### src/design/down_timer_pkg.sv
package down_timer_pkg;

   localparam int CNT_W = 16;
   localparam int REP_W = 8;
   localparam int ADDR_W = 4;
   localparam int PRESC_W = 4;

   // Register offsets (word indices on the plain port).
   localparam logic [3:0] OFS_CTRL   = 4'h0;
   localparam logic [3:0] OFS_CMD    = 4'h1;
   localparam logic [3:0] OFS_STATUS = 4'h2;
   localparam logic [3:0] OFS_CNT    = 4'h3;
   localparam logic [3:0] OFS_FIRST_COMPARE_VALUE  = 4'h4;
   localparam logic [3:0] OFS_SECOND_COMPARE_VALUE  = 4'h5;
   localparam logic [3:0] OFS_FIRST_REPEAT_COUNT   = 4'h6;
   localparam logic [3:0] OFS_SECOND_REPEAT_COUNT   = 4'h7;
   localparam logic [3:0] OFS_FLAGS  = 4'h8;
   localparam logic [3:0] OFS_FLCLR  = 4'h9;
   localparam logic [3:0] OFS_PRESC  = 4'hA;

   // Control field positions.
   localparam int CTRL_MODE_LSB = 0;
   localparam int CTRL_CTOP     = 2;
   localparam int CTRL_BTOP     = 3;
   localparam int CTRL_TRIG0    = 4;
   localparam int CTRL_TRIG1    = 5;
   // Command bits.
   localparam int CMD_START = 0;
   localparam int CMD_STOP  = 1;
   localparam int CMD_CLEAR = 2;
   // Flag bits.
   localparam int FL_FIRST_COMPARE_VALUE = 0;
   localparam int FL_SECOND_COMPARE_VALUE = 1;
   localparam int FL_UF    = 2;
   localparam int FL_FIRST_REPEAT_COUNT  = 3;
   localparam int FL_SECOND_REPEAT_COUNT  = 4;
   localparam int FL_W     = 5;

   localparam logic [15:0] CNT_WRAP  = 16'hFFFF;
   localparam logic [15:0] CNT_RESET = 16'h0000;
   localparam logic [7:0]  REP_RESET = 8'h00;
   localparam logic [3:0]  PRESC_RESET = 4'h0;

   typedef enum logic [1:0] {
      MODE_FREE, MODE_ONESHOT, MODE_BUFFERED, MODE_DOUBLE
   } repeat_mode_t;

   typedef struct packed {
      logic        rtcChannelOneTriggerEnable;
      logic        rtcChannelZeroTriggerEnable;
      logic        bufferedTopEnable;
      logic        compareAsTopEnable;
      logic [1:0]  repeatModeSelect;
   } ctrl_t;

   typedef struct packed {
      logic [ADDR_W-1:0] addr;
      logic [31:0]       wdata;
      logic              wr;
      logic              rd;
   } bus_req_t;

endpackage

### src/design/low_energy_down_timer_repeat.sv
// The register offsets and the address-and-strobe port were decided locally.
`timescale 1ns/1ps
// Low-energy 16-bit down timer with compare flags, top value and repeat modes.
module low_energy_down_timer_repeat #(
   parameter int CNT_WIDTH = down_timer_pkg::CNT_W,
   parameter int REP_WIDTH = down_timer_pkg::REP_W
) (
   input  wire logic                     clk,          // System clock, 100 MHz.
   input  wire logic                     reset_n,      // Asynchronous reset, active low.
   input  wire logic                     clkEn,        // Freezes all state but the reset synchronizer while low.
   input  wire logic                     lfTick,       // Low-frequency clock tick, one cycle.
   input  wire logic                     rtcMatch0,    // Trigger channel zero match pulse.
   input  wire logic                     rtcMatch1,    // Trigger channel one match pulse.
   input  wire down_timer_pkg::bus_req_t busReq,       // Register access request.
   output logic [31:0]                   rdata,        // Read data, cycle after read.
   output logic                          running,      // Timer is counting.
   output logic [down_timer_pkg::FL_W-1:0] flags       // Sticky event flags.
);
   import down_timer_pkg::*;

   logic                 rstMeta_r, rstSync_r;
   ctrl_t                ctrl_r;
   logic [PRESC_W-1:0]   presc_r;
   logic [14:0]          divCnt_r;
   logic                 tick;
   logic [CNT_WIDTH-1:0] cnt_r, first_compare_value_r, second_compare_value_r;
   logic [REP_WIDTH-1:0] first_repeat_count_r, second_repeat_count_r;
   logic                 second_repeat_consumed_r;
   logic                 clrPend_r, clrWrap;
   logic [FL_W-1:0]      setFl;
   logic                 wrCtrl, wrCmd, wrComp0, wrComp1, wrRep0, wrRep1, wrClr;
   logic                 cmdStart, cmdStop, cmdClear, trig, startEv;
   logic                 uf, decRep0, decRep1, bufLoad, startLoad, stopNow;
   logic [CNT_WIDTH-1:0] topVal;
   repeat_mode_t         mode;

   function automatic logic hit(input logic [ADDR_W-1:0] a, input logic [3:0] ofs);
      hit = busReq.wr && (a == ofs);
   endfunction

   // Reset is released through two flops so the rest sees a clean edge.
   always_ff @(posedge clk or negedge reset_n) begin
      if (!reset_n) begin
         rstMeta_r <= 1'b0;
         rstSync_r <= 1'b0;
      end else begin
         rstMeta_r <= 1'b1;
         rstSync_r <= rstMeta_r;
      end
   end

   assign wrCtrl  = hit(busReq.addr, OFS_CTRL);
   assign wrCmd   = hit(busReq.addr, OFS_CMD);
   assign wrComp0 = hit(busReq.addr, OFS_FIRST_COMPARE_VALUE);
   assign wrComp1 = hit(busReq.addr, OFS_SECOND_COMPARE_VALUE);
   assign wrRep0  = hit(busReq.addr, OFS_FIRST_REPEAT_COUNT);
   assign wrRep1  = hit(busReq.addr, OFS_SECOND_REPEAT_COUNT);
   assign wrClr   = hit(busReq.addr, OFS_FLCLR);
   assign cmdStart = wrCmd && busReq.wdata[CMD_START];
   assign cmdStop  = wrCmd && busReq.wdata[CMD_STOP];
   assign cmdClear = wrCmd && busReq.wdata[CMD_CLEAR];
   assign mode = repeat_mode_t'(ctrl_r.repeatModeSelect);

   // Control and prescaler registers.
   always_ff @(posedge clk or negedge rstSync_r) begin
      if (!rstSync_r) begin
         ctrl_r  <= '0;
         presc_r <= PRESC_RESET;
      end else if (clkEn) begin
         if (wrCtrl) ctrl_r <= busReq.wdata[5:0];
         if (hit(busReq.addr, OFS_PRESC)) presc_r <= busReq.wdata[PRESC_W-1:0];
      end
   end

   // prescaled timer tick
   // Divides the low-frequency tick by two to the exponent; exponent zero passes it through.
   always_ff @(posedge clk or negedge rstSync_r) begin
      if (!rstSync_r) begin
         divCnt_r <= '0;
      end else if (clkEn && lfTick) begin
         divCnt_r <= divCnt_r + 15'h0001;
      end
   end
   assign tick = lfTick && ((divCnt_r & ((15'h0001 << presc_r) - 15'h0001)) == 15'h0000);

   // one per tick
   // Triggers are sampled only on a timer tick, so a slow tick misses short events.
   assign trig    = tick && ((ctrl_r.rtcChannelZeroTriggerEnable && rtcMatch0) ||
                             (ctrl_r.rtcChannelOneTriggerEnable && rtcMatch1));
   assign startEv = cmdStart || trig;

   // silent wrap after clear
   // A wrap from zero on the first running tick after a clear is not an underflow: no underflow flag, no repeat step.
   always_ff @(posedge clk or negedge rstSync_r) begin
      if (!rstSync_r) begin
         clrPend_r <= 1'b0;
      end else if (clkEn) begin
         if (cmdClear) clrPend_r <= 1'b1;
         else if (running && tick) clrPend_r <= 1'b0;
      end
   end
   assign clrWrap = running && tick && (cnt_r == '0) && clrPend_r && !cmdClear;

   // underflow event
   // A clear in the same cycle wins, so the repeat counters are left untouched.
   assign uf      = running && tick && (cnt_r == '0) && !clrPend_r && !cmdClear;
   assign topVal  = ctrl_r.compareAsTopEnable ? first_compare_value_r : CNT_WRAP;
   // A buffered reload happens when the first repeat is about to hit zero.
   assign bufLoad = uf && (mode == MODE_BUFFERED) && (first_repeat_count_r == 8'h01) &&
                    !second_repeat_consumed_r && (second_repeat_count_r != '0);
   assign startLoad = startEv && !running && (mode == MODE_BUFFERED) && (cnt_r == '0) &&
                      (first_repeat_count_r == '0) && (second_repeat_count_r != '0);
   assign decRep0 = uf && (mode != MODE_FREE) && (first_repeat_count_r != '0);
   assign decRep1 = uf && (mode == MODE_DOUBLE) && (second_repeat_count_r != '0);

   // Stop condition for each repeat mode after this underflow.
   always_comb begin
      case (mode)
         MODE_FREE:     stopNow = 1'b0;
         MODE_ONESHOT:  stopNow = decRep0 && (first_repeat_count_r == 8'h01) && !wrRep0;
         MODE_BUFFERED: stopNow = decRep0 && (first_repeat_count_r == 8'h01) && !wrRep0 && !bufLoad;
         MODE_DOUBLE:   stopNow = uf && !wrRep0 && !wrRep1 &&
                                  (first_repeat_count_r <= 8'h01) && (second_repeat_count_r <= 8'h01);
         default:       stopNow = 1'b0;
      endcase
   end

   // stop wins
   // Run state: stop beats start; a non-free mode needs a nonzero repeat to start.
   always_ff @(posedge clk or negedge rstSync_r) begin
      if (!rstSync_r) begin
         running <= 1'b0;
      end else if (clkEn) begin
         if (cmdStop) running <= 1'b0;
         else if (startEv && !running) running <= (mode == MODE_FREE) || startLoad ||
                                                  (first_repeat_count_r != '0) ||
                                                  ((mode == MODE_DOUBLE) && (second_repeat_count_r != '0));
         else if (stopNow) running <= 1'b0;
      end
   end

   always_ff @(posedge clk or negedge rstSync_r) begin
      if (!rstSync_r) begin
         cnt_r <= CNT_RESET;
      end else if (clkEn) begin
         if (cmdClear) cnt_r <= CNT_RESET;
         // start load counter from top buffer
         else if (startLoad && ctrl_r.bufferedTopEnable) cnt_r <= second_compare_value_r;
         else if (uf || clrWrap) cnt_r <= bufLoad && ctrl_r.bufferedTopEnable ? second_compare_value_r : topVal;
         else if (running && tick) cnt_r <= cnt_r - 16'h0001;
      end
   end

   // Compare registers with the buffered top copy.
   always_ff @(posedge clk or negedge rstSync_r) begin
      if (!rstSync_r) begin
         first_compare_value_r <= CNT_RESET;
         second_compare_value_r <= CNT_RESET;
      end else if (clkEn) begin
         if (wrComp1) second_compare_value_r <= busReq.wdata[CNT_WIDTH-1:0];
         if (wrComp0) first_compare_value_r <= busReq.wdata[CNT_WIDTH-1:0];
         else if (ctrl_r.bufferedTopEnable && (decRep0 && first_repeat_count_r == 8'h01 || startLoad))
            first_compare_value_r <= second_compare_value_r;
      end
   end

   // Repeat counters and the consumed marker.
   always_ff @(posedge clk or negedge rstSync_r) begin
      if (!rstSync_r) begin
         first_repeat_count_r     <= REP_RESET;
         second_repeat_count_r     <= REP_RESET;
         second_repeat_consumed_r <= 1'b0;
      end else if (clkEn) begin
         if (wrRep0) first_repeat_count_r <= busReq.wdata[REP_WIDTH-1:0];
         else if (bufLoad || startLoad) first_repeat_count_r <= second_repeat_count_r;
         else if (decRep0) first_repeat_count_r <= first_repeat_count_r - 8'h01;
         if (wrRep1) second_repeat_count_r <= busReq.wdata[REP_WIDTH-1:0];
         else if (decRep1) second_repeat_count_r <= second_repeat_count_r - 8'h01;
         if (wrRep1) second_repeat_consumed_r <= 1'b0;
         else if (bufLoad || startLoad) second_repeat_consumed_r <= 1'b1;
      end
   end

   // Event sources for the sticky flags; a clear command never raises underflow.
   always_comb begin
      setFl = '0;
      setFl[FL_FIRST_COMPARE_VALUE] = running && tick && (cnt_r == first_compare_value_r);
      setFl[FL_SECOND_COMPARE_VALUE] = running && tick && (cnt_r == second_compare_value_r);
      setFl[FL_UF]    = uf && !cmdClear;
      setFl[FL_FIRST_REPEAT_COUNT]  = (decRep0 && first_repeat_count_r == 8'h01 && !wrRep0) || bufLoad || startLoad;
      setFl[FL_SECOND_REPEAT_COUNT]  = decRep1 && second_repeat_count_r == 8'h01 && !wrRep1;
   end

   // sticky flags
   // A set arriving with its clear wins, so no event is lost.
   always_ff @(posedge clk or negedge rstSync_r) begin
      if (!rstSync_r) begin
         flags <= '0;
      end else if (clkEn) begin
         flags <= (flags & ~(wrClr ? busReq.wdata[FL_W-1:0] : '0)) | setFl;
      end
   end

   // Read data stands in the cycle after the read strobe only.
   always_ff @(posedge clk or negedge rstSync_r) begin
      if (!rstSync_r) begin
         rdata <= '0;
      end else if (clkEn) begin
         rdata <= '0;
         if (busReq.rd) begin
            case (busReq.addr)
               OFS_CTRL:   rdata <= {26'h0, ctrl_r};
               OFS_STATUS: rdata <= {31'h0, running};
               OFS_CNT:    rdata <= {16'h0, cnt_r};
               OFS_FIRST_COMPARE_VALUE:  rdata <= {16'h0, first_compare_value_r};
               OFS_SECOND_COMPARE_VALUE:  rdata <= {16'h0, second_compare_value_r};
               OFS_FIRST_REPEAT_COUNT:   rdata <= {24'h0, first_repeat_count_r};
               OFS_SECOND_REPEAT_COUNT:   rdata <= {24'h0, second_repeat_count_r};
               OFS_FLAGS:  rdata <= {27'h0, flags};
               OFS_PRESC:  rdata <= {28'h0, presc_r};
               default:    rdata <= '0;
            endcase
         end
      end
   end
endmodule

### config.mk
export PLATFORM = sky130hd
export DESIGN_NAME = low_energy_down_timer_repeat
export DESIGN_NICKNAME = d
export VERILOG_FILES = /design/src/design/down_timer_pkg.sv /design/src/design/low_energy_down_timer_repeat.sv
export SDC_FILE = /design/constraint.sdc
export NUM_CORES = 1
export LEC_CHECK = 0
export BUFFER_PORTS_ARGS = -buffer_cell sky130_fd_sc_hd__buf_2
export CAP_MARGIN = 10
export CELL_PAD_IN_SITES_DETAIL_PLACEMENT = 0
export CELL_PAD_IN_SITES_GLOBAL_PLACEMENT = 1
export CORE_MARGIN = 10
export CORE_UTILIZATION = 34
export CTS_BUF_LIST = sky130_fd_sc_hd__clkbuf_8
export DETAILED_ROUTE_END_ITERATION = 16
export GPL_TIMING_DRIVEN = 1
export PLACE_DENSITY_LB_ADDON = 0.3
export RECOVER_POWER = 100
export SLEW_MARGIN = 20
export SYNTH_ARGS = -nofsm -noshare
export SYNTH_HDL_FRONTEND = slang
export SYNTH_SLANG_ARGS = --single-unit
### constraint.sdc
create_clock -name clk -period 6.19 [get_ports clk]
set_input_delay 0.3095 -clock clk [delete_from_list [all_inputs] [get_ports clk]]
set_output_delay 0.3095 -clock clk [all_outputs]
set_load 0.03 [all_outputs]
**Word level (Yosys, flattened, before mapping)**

Index checks and enable logic that the tools add are counted.

- Word-level logic and storage cells: 165
- Bits of input ports: 44
- Register bits after elaboration: 131
- Output and inout port bits: 38

- Shift operators: 1
- Eq/ne operators: 17
- Magnitude comparators: 2
- Reductions and logical operators: 93
- Mux-type cells: 24
- Add/subtract/negate cells: 5
- Bitwise logic cells: 4

Operator list:

| cell | number |
|---|---|
| 2-to-1 mux 16 bit | 9 |
| case mux 16 bit (9 select lines) | 1 |
| logical AND 1 bit | 51 |
| 2-to-1 mux 8 bit | 5 |
| equality test 16 bit | 2 |
| AND reduction 2 bit | 10 |
| equality test 4 x 3 -> 1 bit (second input constant) | 4 |
| equality test 8 x 1 -> 1 bit (second input constant) | 2 |
| less-or-equal comparator 8 x 1 -> 1 bit (second input constant) | 2 |
| zero test 16 bit | 1 |
| nonzero test 8 bit | 2 |
| subtractor 16 x 1 -> 16 bit (second input constant) | 1 |
| subtractor 8 x 1 -> 8 bit (second input constant) | 2 |
| adder 15 x 1 -> 15 bit (second input constant) | 1 |
| AND 15 bit | 1 |
| zero test 15 bit | 1 |
| << shifter 1 x 4 -> 15 bit (first input constant) | 1 |
| subtractor 15 x 1 -> 15 bit (second input constant) | 1 |
| equality test 4 bit (second input constant) | 3 |
| logical OR 1 bit | 10 |
| nonzero test 2 bit | 5 |
| equality test 4 x 2 -> 1 bit (second input constant) | 2 |
| zero test 8 bit | 1 |
| zero test 1 bit | 7 |
| 13 further kinds | 21 |

**Longest topological paths before layout**

- Depth in word-level cells: 19
- Depth in mapped cells: 16
- Mapped depth without buffers: 11

**Worst setup path after synthesis**

Ideal clock, no wire load.

- Path type: flip-flop to flip-flop
- Start point: register presc_r[1]
- End point: register first_repeat_count_r[6]
- Period minus slack after synthesis: 3.597 ns
- Setup slack: 2.593 ns
- Required time: 6.039 ns
- Data arrival time: 3.447 ns
- Library setup time: 0.151 ns
- Cell stages (with the launch flop): 17
- Path buffers: 5
- Cells stage by stage: dfrtp_1 clkbuf_1 nor2_1 nand3_1 ha_1 clkbuf_1 clkbuf_1 nand3_1 o22ai_1 nor4_1 nand4_1 or2_0 buf_2 o32a_4 buf_2 o211ai_1 a41oi_1

- Cells in the longest elaborated chain, start to end: 16
- Elaborated cells on any way between the ends: 27
- Classes of those cells: add/sub (1); shift (1); mux (2); bitwise (1); reduce/logical (22)

Ends and longest elaborated chain:

| item | RTL line | source |
|---|---|---|
| start: declaration | low_energy_down_timer_repeat.sv:23 | `logic [PRESC_W-1:0] presc_r;` |
| start signal: assignment | low_energy_down_timer_repeat.sv:71 | `if (hit(busReq.addr, OFS_PRESC)) presc_r <= busReq.wdata[PRESC_W-1:0];` |
| << shifter 1 x 4 -> 15 bit (*) | low_energy_down_timer_repeat.sv:84 | `assign tick = lfTick && ((divCnt_r & ((15'h0001 << presc_r) - 15'h0001)) == 15'h0000);` |
| subtractor 15 x 1 -> 15 bit (*) | low_energy_down_timer_repeat.sv:84 |  |
| AND 15 bit (*) | low_energy_down_timer_repeat.sv:84 |  |
| zero test 15 bit (*) | low_energy_down_timer_repeat.sv:84 |  |
| logical AND 1 bit (*) | low_energy_down_timer_repeat.sv:84 |  |
| logical AND 1 bit (4 in a row) | low_energy_down_timer_repeat.sv:106 | `assign uf = running && tick && (cnt_r == '0) && !clrPend_r && !cmdClear;` |
| logical AND 1 bit (3 in a row) | low_energy_down_timer_repeat.sv:109 | `assign bufLoad = uf && (mode == MODE_BUFFERED) && (first_repeat_count_r == 8'h01) &&` |
| logical AND 1 bit | low_energy_down_timer_repeat.sv:110 | `!second_repeat_consumed_r && (second_repeat_count_r != '0);` |
| logical OR 1 bit | low_energy_down_timer_repeat.sv:175 | `else if (bufLoad \|\| startLoad) first_repeat_count_r <= second_repeat_count_r;` |
| nonzero test 3 bit (no line) / 2-to-1 mux 8 bit (equally long branches) | -- |  |
| AND reduction 2 bit (no line) / 2-to-1 mux 8 bit (equally long branches) | -- |  |
| end signal: assignment | low_energy_down_timer_repeat.sv:174 | `if (wrRep0) first_repeat_count_r <= busReq.wdata[REP_WIDTH-1:0];` |
| end signal: assignment | low_energy_down_timer_repeat.sv:175 |  |
| end signal: assignment | low_energy_down_timer_repeat.sv:176 | `else if (decRep0) first_repeat_count_r <= first_repeat_count_r - 8'h01;` |
| end: declaration | low_energy_down_timer_repeat.sv:27 | `logic [REP_WIDTH-1:0] first_repeat_count_r, second_repeat_count_r;` |

Mark *: on every way between the ends. The rest lies on a longest branch, timed or not.
A chain may end at the register's enable or synchronous reset.

**Worst setup path in the final report**

- Start point: register presc_r[2]
- End point: register cnt_r[6]

- Cells in the longest elaborated chain, start to end: 18
- Elaborated cells on any way between the ends: 31
- Classes of those cells: add/sub (1); shift (1); mux (4); bitwise (1); reduce/logical (24)

Ends and longest elaborated chain:

| item | RTL line | source |
|---|---|---|
| << shifter 1 x 4 -> 15 bit (*) | low_energy_down_timer_repeat.sv:84 |  |
| subtractor 15 x 1 -> 15 bit (*) | low_energy_down_timer_repeat.sv:84 |  |
| AND 15 bit (*) | low_energy_down_timer_repeat.sv:84 |  |
| zero test 15 bit (*) | low_energy_down_timer_repeat.sv:84 |  |
| logical AND 1 bit (*) | low_energy_down_timer_repeat.sv:84 |  |
| logical AND 1 bit | low_energy_down_timer_repeat.sv:102, low_energy_down_timer_repeat.sv:106, low_energy_down_timer_repeat.sv:150 |  |
| logical AND 1 bit | low_energy_down_timer_repeat.sv:102, low_energy_down_timer_repeat.sv:106 |  |
| logical AND 1 bit (2 in a row) | low_energy_down_timer_repeat.sv:106 |  |
| logical AND 1 bit (3 in a row) | low_energy_down_timer_repeat.sv:109 |  |
| logical AND 1 bit | low_energy_down_timer_repeat.sv:110 |  |
| logical AND 1 bit | low_energy_down_timer_repeat.sv:149 | `else if (uf \|\| clrWrap) cnt_r <= bufLoad && ctrl_r.bufferedTopEnable ? second_compare_value_r : topVal;` |
| 2-to-1 mux 16 bit (2 in a row) | low_energy_down_timer_repeat.sv:149 |  |
| 2-to-1 mux 16 bit | low_energy_down_timer_repeat.sv:148 | `else if (startLoad && ctrl_r.bufferedTopEnable) cnt_r <= second_compare_value_r;` |
| 2-to-1 mux 16 bit | low_energy_down_timer_repeat.sv:146 | `if (cmdClear) cnt_r <= CNT_RESET;` |
| end signal: assignment | low_energy_down_timer_repeat.sv:148 |  |
| end signal: assignment | low_energy_down_timer_repeat.sv:149 |  |
| end signal: assignment | low_energy_down_timer_repeat.sv:150 | `else if (running && tick) cnt_r <= cnt_r - 16'h0001;` |
| end: declaration | low_energy_down_timer_repeat.sv:26 | `logic [CNT_WIDTH-1:0] cnt_r, first_compare_value_r, second_compare_value_r;` |

Marks and branches as above.

==> impl_metrics.yaml <==
drt:
  route.detailed.drc: 0
  num_vias: 6777
  vias_per_cell: 5.777
  drtIter0Drc: 622
  wire_per_inst_um: 22.13
  drt_wl_total_mm: 25.96
  drtAntennaViolNets: 0
  firstDrtPassIters: 5
run_status:
  violations: "max-capacitance violations, max-slew violations"
  status: "finished with violations"
synthesis:
  ys_seq_area_share_pct: 37.39
  ys_warn_count: 0
  synth_cells: 870
  ys_types: 78
  synth-async-reset-ratio_pct: 100.0
  syn_area_um2: 7696
  postSynthAreaPerCell_um2: 8.846
  ys.flop_type: "dfrtp_1"
  synth_edf_count: 0
  ys_seq_elements: 115
clock_tree:
  clk_pin_slew_ns: 0.07
  clkSinkCount: 115
  clock_latency_ns: 0.47
  cts_inserted_buffers: 17
  htree_levels: 4
  clock-root-buffer: "clkbuf_8"
  cts_buffer_depth: 2
  post_cts_buffers: 0
  post_cts_resized: 0
  cts_tree: "done"
  cts.hold.buffers_added: 1
worst_setup_path:
  critPathRequiredTime_ns: 6.59
  arrival_ns: 5.72
  end_kind: "flip-flop"
  startpoint: "presc_r[2]"
  ff2ff_setup_slack_ns: 0.87
  r2r-end: "cnt_r[6]"
  r2r_start: "presc_r[2]"
  r2r_cells: 11
  path_max_fanout: 19
  path_class: "flip-flop to flip-flop"
  cp-start-kind: "flip-flop"
  endpoint: "cnt_r[6]"
placement:
  dpl.hpwl_mm: 18.33
  place.port_buffers: 49
  dpl_cell_area_um2: 8021
  gp_congestion: 0.9223
layout:
  drive_gt1_share_pct: 12.43
  layout.nets: 931
  mostFrequentLayoutCell: "dfrtp_1"
  mostFrequentLayoutCells: "dfrtp_1 (115), nand2_1 (69), nor2_1 (54)"
  area_growth_pct: 9.039
  final_area_um2: 8392
  antennaDiodeCount: 0
sta:
  finalSetupViolCount: 0
  max_freq_mhz: 187.8
  slew_viol_final: 170
  hold_viol: 0
  fin_crit_ns: 5.324
  finalSetupTns_ns: 0
  rsz0062_at_grt: "false"
  post-route-period-util_pct: 86.01
  worstMarginPinSlew_ns: 2.563
  fin_skew_ns: 0.01272
  slew_headroom_pct: -70.86
floorplan:
  die-height_um: 170.5
  start_util_pct: 34.94
  die_w_um: 170.5
  rows: 54
  dieArea_um2: 29050
  pin_count: 82
  core_area_um2: 22030
grt:
  grt_first_pass_wirelength_mm: 40.40
  grt_remaining_overflow: 0
  grt_pass1_vias: 6591
  grt_start_max_net_pins: 69
  antenna_found_initial: 0
  grt_usage_pct: 18.07
worst_hold_path:
  worstHoldPathCells: 3
  hold_path.class: "input port to flip-flop"
power:
  peakVddDrop_v: 0.0001239
  power_density_nw_per_um2: 340.8
  p_leak_nw: 3.706
run:
  maxCapViolCount: 3
-- report_power, final --
part | switching [mW] | internal, mW
Combinational | 0.476 | 0.385
Sequential | 0.320 | 0.891
Clock | 0.341 | 0.448
Total | 1.14 | 1.72
-- synthesized netlist by cell type, drive strengths merged (7+ instances only) --
| master | instances | area, um2 |
|---|---|---|
| nand2 | 69 | 259.0 |
| dfrtp | 115 | 2878 |
| a31oi | 9 | 56.30 |
| inv | 39 | 146.4 |
| nor2b | 9 | 56.30 |
| nand2b | 9 | 56.30 |
| ha | 7 | 87.58 |
| clkbuf | 46 | 172.7 |
| mux2 | 33 | 371.6 |
| xnor2 | 21 | 183.9 |
| nor2 | 55 | 209.0 |
| or3 | 10 | 62.56 |
| o22ai | 26 | 162.7 |
| mux2i | 24 | 240.2 |
| buf | 35 | 216.5 |
| a21o | 10 | 75.07 |
| nand4 | 13 | 87.58 |
| a22o | 10 | 87.58 |
| or4 | 8 | 63.81 |
| a22oi | 21 | 157.7 |
| xor2 | 39 | 341.6 |
| a21oi | 51 | 255.2 |
| nor4 | 17 | 106.4 |
| o211ai | 10 | 75.07 |
| nand3 | 28 | 140.1 |
| o21ai | 39 | 195.2 |
| nor3 | 28 | 151.4 |
-- worst min-delay path by stage --
stage | from | to
detailed placement | reset_n | rstSync_r
global route | busReq[10] | second_compare_value_r[8]
global placement | reset_n | rstMeta_r
CTS | busReq[7] | second_compare_value_r[5]
floorplan | reset_n | rstMeta_r
finish | busReq[7] | second_compare_value_r[5]
-- sequential cells by signal, summed over array words and instances (netlist names), 2 cells and up --
name,flops
cnt_r,16
ctrl_r,4
divCnt_r,15
first_compare_value_r,16
first_repeat_count_r,8
flags,5
mode,2
presc_r,4
rdata,16
second_compare_value_r,16
second_repeat_count_r,8
-- routing by layer --
metal	vias up	global-route usage, %	routed length [um]
met4	0	5.225	407
li1	3158	-	-
met2	230	26.02	11100
met5	-	0	0
met3	27	3.795	1546
met1	3362	26.37	12900
-- critical path, cell delays in order (launching register included) --
cell and delay [ns]:
dfrtp_1 0.71, nor2_1 0.18, nand3_1 0.13, ha_1 0.50, or3_1 0.18, a21oi_1 0.06, nor4_1 0.55, nand4_1 0.53
or2_0 0.66, o32a_1 0.75, nor3_2 0.76, a21o_1 0.23
-- cells by family (layout without fill, tap and decap cells) --
family          count (synthesis)  count (layout)  synth area share (%)
simple gates                  280             280                 19.15
compound gates                228             228                 20.19
buf+inv                       120             128                 6.958
flops                         115             115                 37.39
xor+xnor                       60              60                 6.828
mux                            58              58                 8.243
fa+ha+maj                       7               7                 1.138
other cells                     2              17               0.09758
-- area by class of cell --
cell class	instances	area (um2)
clock buffer	22	302.8
clock inverter	10	128.9
fill	2267	13630
inverter	39	146.4
multi-input combinational	650	4315
sequential	115	2878
tap	280	350.3
timing repair buffer	57	270.3
-- per-stage QoR --
step / total power [mW] / hold slack [ns] / util [%] / cells / setup slack, ns
after floorplan: 1.803 / 0.01391 / - / 885 / 2.593
after global placement: 2.065 / 0.09600 / 36.42 / 1140 / 1.371
after detailed placement: 2.068 / 0.09821 / 36.42 / 1140 / 1.332
after CTS: 2.864 / 0.07402 / 38.42 / 1173 / 1.294
after global routing: 3.024 / 0.08418 / 38.10 / 1173 / 0.4571
final: 2.860 / 0.08038 / 38.10 / 1173 / 0.8661
Power figures use the tool's default switching activity.
